$ cat src/rcr_defines.vh
`ifndef RCR_DEFINES_VH
`define RCR_DEFINES_VH
// ----------------------------------------
// register location
// ----------------------------------------
`define RCR_SFR_ADDR      8'hef
`define RCR_SFR_PAGE      8'h00
// ----------------------------------------
// bit positions
// ----------------------------------------
`define RCR_BIT_FLASH     6
`define RCR_BIT_CMP       5
`define RCR_BIT_SW        4
`define RCR_BIT_WDT       3
`define RCR_BIT_CLK       2
`define RCR_BIT_POR       1
`define RCR_BIT_PIN       0
// ----------------------------------------
// reset values
// ----------------------------------------
`define RCR_CAUSE_POR     7'h02
`define RCR_RDATA_RST     8'h00
// ----------------------------------------
// timing
// ----------------------------------------
`define RCR_CLK_NS        10
`define RCR_HOLD_NS       160
`define RCR_HOLD_CYC      ((`RCR_HOLD_NS + `RCR_CLK_NS - 1) / `RCR_CLK_NS)
`endif

$ cat src/rcr_reset_cause.v
`timescale 1ns/100ps
`include "rcr_defines.vh"

module rcr_reset_cause #(
  parameter HOLD_CYCLES = `RCR_HOLD_CYC
) (
  input  wire       i_clk,
  input  wire       i_rst_b,
  input  wire       i_ce,
  input  wire [7:0] i_sfr_addr,
  input  wire [7:0] i_sfr_page,
  input  wire       i_sfr_wr,
  input  wire       i_sfr_rd,
  input  wire [7:0] i_sfr_wdata,
  input  wire       i_pin_rst_b,
  input  wire       i_cmp_out,
  input  wire       i_clk_lost,
  input  wire       i_vdd_low,
  input  wire       i_wdt_ovf,
  input  wire       i_flash_err,
  output reg  [7:0] o_sfr_rdata,
  output reg        o_sys_rst_b,
  output reg        o_cmp_rst_en,
  output reg        o_clk_loss_en,
  output reg        o_vdd_mon_sel
);

  // ----------------------------------------
  // states
  // ----------------------------------------
  localparam [1:0] ST_RUN  = 2'h0;
  localparam [1:0] ST_HOLD = 2'h1;
  localparam [1:0] ST_PIN  = 2'h2;
  localparam [7:0] HOLD_LD = HOLD_CYCLES[7:0];

  // ----------------------------------------
  // state
  // ----------------------------------------
  reg  [1:0] state_q;
  reg  [1:0] state_d;
  reg  [7:0] cnt_q;
  reg  [7:0] cnt_d;
  reg  [6:0] cause_q;
  reg  [6:0] cause_d;
  reg  [6:0] trig;
  wire       hit;
  wire       wr_hit;
  wire       sw_force;

  // ----------------------------------------
  // access decode
  // ----------------------------------------
  function rcr_match;
    input [7:0] addr;
    input [7:0] page;
    begin
      rcr_match = (addr == `RCR_SFR_ADDR) && (page == `RCR_SFR_PAGE);
    end
  endfunction

  assign hit      = rcr_match(i_sfr_addr, i_sfr_page);
  assign wr_hit   = hit && i_sfr_wr && (state_q == ST_RUN);
  assign sw_force = wr_hit && i_sfr_wdata[`RCR_BIT_SW];

  // one-hot cause from the highest-priority source; power-on outranks all
  function [6:0] rcr_pick;
    input [6:0] t;
    begin
      rcr_pick = 7'h00;
      if (t[`RCR_BIT_POR]) begin
        rcr_pick[`RCR_BIT_POR] = 1'b1;
      end else if (t[`RCR_BIT_PIN]) begin
        rcr_pick[`RCR_BIT_PIN] = 1'b1;
      end else if (t[`RCR_BIT_CLK]) begin
        rcr_pick[`RCR_BIT_CLK] = 1'b1;
      end else if (t[`RCR_BIT_FLASH]) begin
        rcr_pick[`RCR_BIT_FLASH] = 1'b1;
      end else if (t[`RCR_BIT_WDT]) begin
        rcr_pick[`RCR_BIT_WDT] = 1'b1;
      end else if (t[`RCR_BIT_CMP]) begin
        rcr_pick[`RCR_BIT_CMP] = 1'b1;
      end else if (t[`RCR_BIT_SW]) begin
        rcr_pick[`RCR_BIT_SW] = 1'b1;
      end
    end
  endfunction

  // ----------------------------------------
  // reset sources
  // ----------------------------------------
  always @* begin
    trig = 7'h00;
    trig[`RCR_BIT_FLASH] = i_flash_err;
    trig[`RCR_BIT_CMP]   = o_cmp_rst_en && !i_cmp_out;
    trig[`RCR_BIT_SW]    = sw_force;
    trig[`RCR_BIT_WDT]   = i_wdt_ovf;
    trig[`RCR_BIT_CLK]   = o_clk_loss_en && i_clk_lost;
    trig[`RCR_BIT_POR]   = o_vdd_mon_sel && i_vdd_low;
    trig[`RCR_BIT_PIN]   = !i_pin_rst_b;
  end

  // ----------------------------------------
  // sequencer
  // ----------------------------------------
  always @* begin
    state_d = state_q;
    cnt_d   = cnt_q;
    cause_d = cause_q;
    case (state_q)
      ST_RUN: begin
        if (trig != 7'h00) begin
          cause_d = rcr_pick(trig);
          cnt_d   = HOLD_LD;
          state_d = trig[`RCR_BIT_PIN] && !trig[`RCR_BIT_POR] ? ST_PIN : ST_HOLD;
        end
      end
      ST_PIN: begin
        // the pin flag is set on entry; the hold count starts only on release of the pin
        if (i_pin_rst_b) begin
          state_d = ST_HOLD;
        end
      end
      ST_HOLD: begin
        // sources firing during the hold are dropped, the first cause wins
        // a pin still held low re-enters reset on the first run cycle
        if (cnt_q <= 8'h01) begin
          state_d = ST_RUN;
        end else begin
          cnt_d = cnt_q - 8'h01;
        end
      end
      default: begin
        state_d = ST_HOLD;
        cnt_d   = HOLD_LD;
      end
    endcase
  end

  // ----------------------------------------
  // sequencer registers
  // ----------------------------------------
  always @(posedge i_clk) begin
    if (!i_rst_b) begin
      state_q <= ST_HOLD;
      cnt_q   <= HOLD_LD;
      cause_q <= `RCR_CAUSE_POR;
    end else if (i_ce) begin
      state_q <= state_d;
      cnt_q   <= cnt_d;
      cause_q <= cause_d;
    end
  end

  // ----------------------------------------
  // core reset
  // ----------------------------------------
  // only the core reset is driven, the pin stays the outside's
  always @(posedge i_clk) begin
    if (!i_rst_b) begin
      o_sys_rst_b <= 1'b0;
    end else if (i_ce) begin
      o_sys_rst_b <= (state_d == ST_RUN);
    end
  end

  // ----------------------------------------
  // source enables
  // ----------------------------------------
  always @(posedge i_clk) begin
    if (!i_rst_b) begin
      o_cmp_rst_en  <= 1'b0;
      o_clk_loss_en <= 1'b0;
      o_vdd_mon_sel <= 1'b0;
    end else if (i_ce) begin
      if (state_d != ST_RUN) begin
        // every reset disarms the sources that software arms
        o_cmp_rst_en  <= 1'b0;
        o_clk_loss_en <= 1'b0;
        o_vdd_mon_sel <= 1'b0;
      end else if (wr_hit) begin
        // plain write: read-back flags would re-arm sources
        o_cmp_rst_en  <= i_sfr_wdata[`RCR_BIT_CMP];
        o_clk_loss_en <= i_sfr_wdata[`RCR_BIT_CLK];
        o_vdd_mon_sel <= i_sfr_wdata[`RCR_BIT_POR];
      end
    end
  end

  // ----------------------------------------
  // read data
  // ----------------------------------------
  // a read answers for one cycle only, so an idle bus reads zero
  always @(posedge i_clk) begin
    if (!i_rst_b) begin
      o_sfr_rdata <= `RCR_RDATA_RST;
    end else if (i_ce) begin
      if (hit && i_sfr_rd) begin
        o_sfr_rdata <= {1'b0, cause_q};
      end else begin
        o_sfr_rdata <= 8'h00;
      end
    end
  end

endmodule // rcr_reset_cause

$ cat config.mk
export PLATFORM = sky130hd
export DESIGN_NAME = rcr_reset_cause
export DESIGN_NICKNAME = d
export VERILOG_FILES = /design/src/rcr_reset_cause.v
export VERILOG_INCLUDE_DIRS = /design/src /design/src/src
export SDC_FILE = /design/constraint.sdc
export NUM_CORES = 1
export LEC_CHECK = 0
export BUFFER_PORTS_ARGS = -buffer_cell sky130_fd_sc_hd__buf_2
export CORE_UTILIZATION = 50
export CTS_CLUSTER_SIZE = 10
export DETAILED_ROUTE_END_ITERATION = 7
export PLACE_DENSITY = 0.82
export REMOVE_ABC_BUFFERS = 1
export SETUP_SLACK_MARGIN = 0.1
export SLEW_MARGIN = 5
export SYNTH_ARGS = -nofsm -noshare
export SYNTH_HDL_FRONTEND = slang
export SYNTH_SLANG_ARGS = --single-unit
$ cat constraint.sdc
create_clock -name i_clk -period 2.6 [get_ports i_clk]
set_input_delay 0.13 -clock i_clk [delete_from_list [all_inputs] [get_ports i_clk]]
set_output_delay 0.13 -clock i_clk [all_outputs]
set_load 0.03 [all_outputs]
Word level (Yosys, flattened, before mapping)
Cells that the tools add are included.
{"block": "op_classes", "bitwise_logic": 1, "magnitude_cmp": 1, "n_addsub": 1, "eq_ne": 5, "n_mux": 29, "n_reduce_logical": 21}
{"cell": "$pmux W8 S3", "count": 1}
{"cell": "$mux W8", "count": 2}
{"cell": "$mux W1", "count": 15}
{"cell": "$mux W2", "count": 5}
{"cell": "$mux W5", "count": 2}
{"cell": "$logic_and A1 B1 Y1", "count": 9}
{"cell": "$eq A8 B8 Y1 const B", "count": 1}
{"cell": "$le A8 B1 Y1 const B", "count": 1}
{"cell": "$logic_not A8 Y1", "count": 1}
{"cell": "$sub A8 B1 Y8 const B", "count": 1}
{"cell": "$mux W7", "count": 1}
{"cell": "$reduce_bool A7 Y1", "count": 1}
{"cell": "$pmux W2 S3", "count": 1}
{"cell": "$logic_not A2 Y1", "count": 2}
{"cell": "$mux W4", "count": 1}
{"cell": "$reduce_and A4 Y1", "count": 1}
{"cell": "$reduce_bool A2 Y1", "count": 2}
{"cell": "$logic_not A1 Y1", "count": 3}
{"cell": "$mux W3", "count": 1}
{"cell": "$reduce_and A3 Y1", "count": 1}
{"cell": "$eq A2 B1 Y1 const B", "count": 1}
{"cell": "$eq A2 B2 Y1 const B", "count": 1}
{"cell": "$ne A2 B1 Y1 const B", "count": 1}
{"cell": "$ne A2 B2 Y1 const B", "count": 1}
{"cell": "2 further kinds", "count": 2}
{"block": "word_totals", "out_inout_bits": 12, "in_bits": 35, "reg_bits": 29, "elab_cells": 66}

Depth between registers and ports, before layout
{"block": "logic_depth", "word_depth": 12, "ltp_mapped": 6}

Least setup slack after synthesis
Ideal clock, no wire load.
{"block": "synth_timing", "path_type": "reg2reg", "start": "register o_clk_loss_en", "end": "register o_clk_loss_en", "synth_period_minus_slack_ps": 1710, "path_stages_with_launch": 6, "path_buffers": 0, "setup_slack_ps": 890, "required_time_ps": 2540, "setup_time_ps": 60, "arrival_ps": 1650, "cell_sequence": "dfxtp_1 a211o_1 nor4b_2 o21ai_1 a2111oi_2 a22o_1"}
{"block": "synth_between", "elab_chain_cells": 7}
{"element": "start, declared", "line": "rcr_reset_cause.v:24", "rtl": "output reg o_clk_loss_en,"}
{"element": "start signal, assigned", "line": "rcr_reset_cause.v:183", "rtl": "o_clk_loss_en <= i_sfr_wdata[`RCR_BIT_CLK];"}
{"element": "$logic_and A1 B1 Y1 (*)", "line": "rcr_reset_cause.v:97", "rtl": "trig[`RCR_BIT_CLK] = o_clk_loss_en && i_clk_lost;"}
{"element": "$reduce_bool A7 Y1 (*)", "line": "rcr_reset_cause.v:111", "rtl": "if (trig != 7'h00) begin"}
{"element": "$mux W2 (*)", "line": "rcr_reset_cause.v:111"}
{"element": "$pmux W2 S3 (*)", "line": "rcr_reset_cause.v:109", "rtl": "case (state_q)"}
{"element": "$reduce_bool A2 Y1 (*)", "line": "rcr_reset_cause.v:175", "rtl": "if (state_d != ST_RUN) begin"}
{"element": "$reduce_bool A2 Y1 (no source line)"}
{"element": "$reduce_and A2 Y1 (no source line)"}
Mark *: on every way between the ends. The rest lies on a longest branch, timed or not.
A chain may end at the register's enable or synchronous reset.

Final worst setup path
{"block": "layout_timing", "start": "register cnt_q[2]", "end": "register cnt_q[6]"}
{"block": "layout_between", "elab_chain_cells": 3}
{"element": "start, declared", "line": "rcr_reset_cause.v:41", "rtl": "reg [7:0] cnt_q;"}
{"element": "start signal, assigned", "line": "rcr_reset_cause.v:149", "rtl": "cnt_q <= cnt_d;"}
{"element": "$sub A8 B1 Y8 / $le A8 B1 Y1 (equally long branches)", "line": "rcr_reset_cause.v:129, rcr_reset_cause.v:126"}
{"element": "$mux W8 / $ne A2 B2 Y1 (equally long branches)"}
{"element": "$pmux W8 S3 / $reduce_and A4 Y1 (equally long branches)"}
Several ways; a longest one is shown, not always the timed one. The select of a mux whose other input is x is not followed.

==> flow_summary.ini <==
[clock_network]
clkSlewWorstSetupHoldPaths_ns = 0.14
cts_tree = done
clk_latency_ns = 0.34
numCtsBuffers = 3
cts-root-buf = clkbuf_4
post-cts-setup-buffer-count = 0
cts_sinks = 28
clock_path_buffers = 2
htreeDepth = 1

[timing]
max_freq_ghz = 0.539
setup_ws_ns = 0.745
setup_viol = 0
hold_violations = 0
tns_ns = 0
period_minus_slack_ns = 1.85
skew_ns = 0.0186
rsz0062_at_grt = no
maxSlewViolCount = 0
finalCritPeriodShare = 0.713

[grt]
grt_first_pass_wirelength_um = 5960
grt_usage = 0.224
grt_overflow = 0
grt_start_max_net_pins = 22
first_global_vias = 1351
antenna_found_initial = 0

[yosys]
ys_ff_latch = 28
ys_async_sr_fraction = 0
synth-adder-area-share = 0.0160
yosys.area_share.simple = 0.336
synth_top_family_by_area = simple AND/OR/NAND/NOR gates
postSynthCellCount = 180
synth_ff_type = dfxtp_1
synthMuxAreaShare = 0.0192
yosys.area.top_type_share = 0.359
syn_avg_cell_area_um2 = 8.67
yosysTopAreaCell = dfxtp_1
synth_edf_count = 0
netlist_area_um2 = 1560
synth_compound_area_frac = 0.237
yosysSeqAreaShare = 0.359
synthTopCellsByArea = dfxtp_1 (36%), nor2_1 (4.8%), a21oi_1 (4.2%), nand3_1 (3.5%), nand2_1 (3.4%)
synth_commonest_cells = dfxtp_1 (28), nor2_1 (20), nand2_1 (14)
yosysWarningCount = 0
synth_most_common_cell = dfxtp_1
synth_xor_area_frac = 0
synth.distinct_cells = 56

[pwr]
p_per_area_nw_per_um2 = 541
total_power_mw = 1.00
irDropWorstVdd_uv = 386
p_leak_nw = 0.760

[die]
dieHeight_um = 57.9
io_pins = 47
core_area_um2 = 2850
initial_utilization = 0.547
die_w_um = 57.9
die_area_um2 = 3350
row_count = 19

[cells_and_area]
multi_input_area_um2 = 953
layout.nets = 259
drive_gt1_frac = 0.285
fillers = 270
seqCellArea_um2 = 561
instances_no_fill = 252
antennaDiodeCount = 0
area_growth_pct = 18.9

[setup_path]
crit_fanout = 8
critPathLaunchType = flop
cp.required_ns = 2.88
r2r_start = cnt_q[2]
end_kind = flop
worstPathArrival_ns = 2.13
crit_type = flop to flop
cp-startpoint = cnt_q[2]

[drt]
dr.pass1.iters = 4
route.detailed.drc = 0
avgRoutedWirePerCell_um = 13.6
ant_nets = 0
vias = 1507
drt_wl_total_um = 3430
vias_per_cell = 5.98
first_iter_violations = 59

[run_status]
outcome = completed

[placed_design]
dp_slack_ns = 0.755
io_buffers = 41
dp_hpwl_um = 2570
dpl.cell_count = 245
finalWeightedCongestion = 0.919

[worst_hold_path]
hold_path.startpoint = i_flash_err
worstHoldPathType = primary input to flop

[job]
maxCapViolations = 0
layer usage:
metal  part of all wire  vias up  track usage
met5                  0        -            0
met4             0.0055        0       0.0578
met3              0.065        2       0.0603
met2               0.49       58        0.389
met1               0.44      693        0.275
li1                   -      754            -
registers in the layout, indices dropped and copies added, names as in the netlist:
signal	count
state_q	2
o_vdd_mon_sel	1
cause_q	7
cnt_q	8
o_clk_loss_en	1
o_cmp_rst_en	1
o_sfr_rdata	7
o_sys_rst_b	1
stage by stage:
step	utilization	cell area, um2	hold slack [ns]
after floorplan	-	1530	0.203
after global placement	0.621	1770	0.340
after detailed placement	0.621	1770	0.343
after CTS	0.650	1860	0.0573
after global routing	0.650	1860	0.0652
final	0.650	1860	0.0615
worst paths after layout:
check	endpoint	slack, ns	cells past startpoint
worst max-delay path	cnt_q[6]	0.75	5
worst min-delay path	cause_q[6]	0.06	3
worst max register to register	cnt_q[6]	0.75	5
worst min register to register	cause_q[3]	0.47	2
cell families (layout without fill, tap and decap cells):
logic type / after synthesis / in the layout
simple gates: 87 / 87
compound gates: 48 / 48
flops: 28 / 28
buf+inv: 11 / 52
mux: 3 / 3
fa+ha+maj: 2 / 2
other cells: 1 / 1
critical path, cell delays in order, from the launching register on:
cell and delay [ns]:
dfxtp_1 0.40, nor4_2 0.37, o211ai_2 0.20, o211a_1 0.27
nor3_4 0.33, o221a_1 0.24
area by class of cell:
| class | count | share of cell area |
|---|---|---|
| sequential | 28 | 0.302 |
| inverter | 4 | 0.00809 |
| multi-input combinational | 141 | 0.514 |
| clock inverter | 1 | 0.0162 |
| tap | 31 | 0.0209 |
| timing repair buffer | 44 | 0.127 |
| clock buffer | 3 | 0.0121 |
layout by cell type (no fill, tap or decap), types with 8 or more instances in the layout:
cell type | Yosys | final
buf_2 | 1 | 41
a21oi_1 | 13 | 13
nand3_1 | 11 | 11
dfxtp_1 | 28 | 28
nand2_1 | 14 | 14
nor2b_1 | 8 | 8
nor2_1 | 20 | 20
o21ai_0 | 9 | 9
timing repair:
| action | CTS | global route |
|---|---|---|
| hold endpoints to repair | 3 | 0 |
| hold buffers | 3 | 0 |
| gates resized for setup | 0 | 0 |
report_power, final:
part	total (mW)	switching [mW]	internal, mW
combinational	0.229	0.130	0.0991
clock	0.290	0.134	0.156
sequential	0.484	0.0319	0.452
Note: power is estimated with default switching activity, not from simulation.
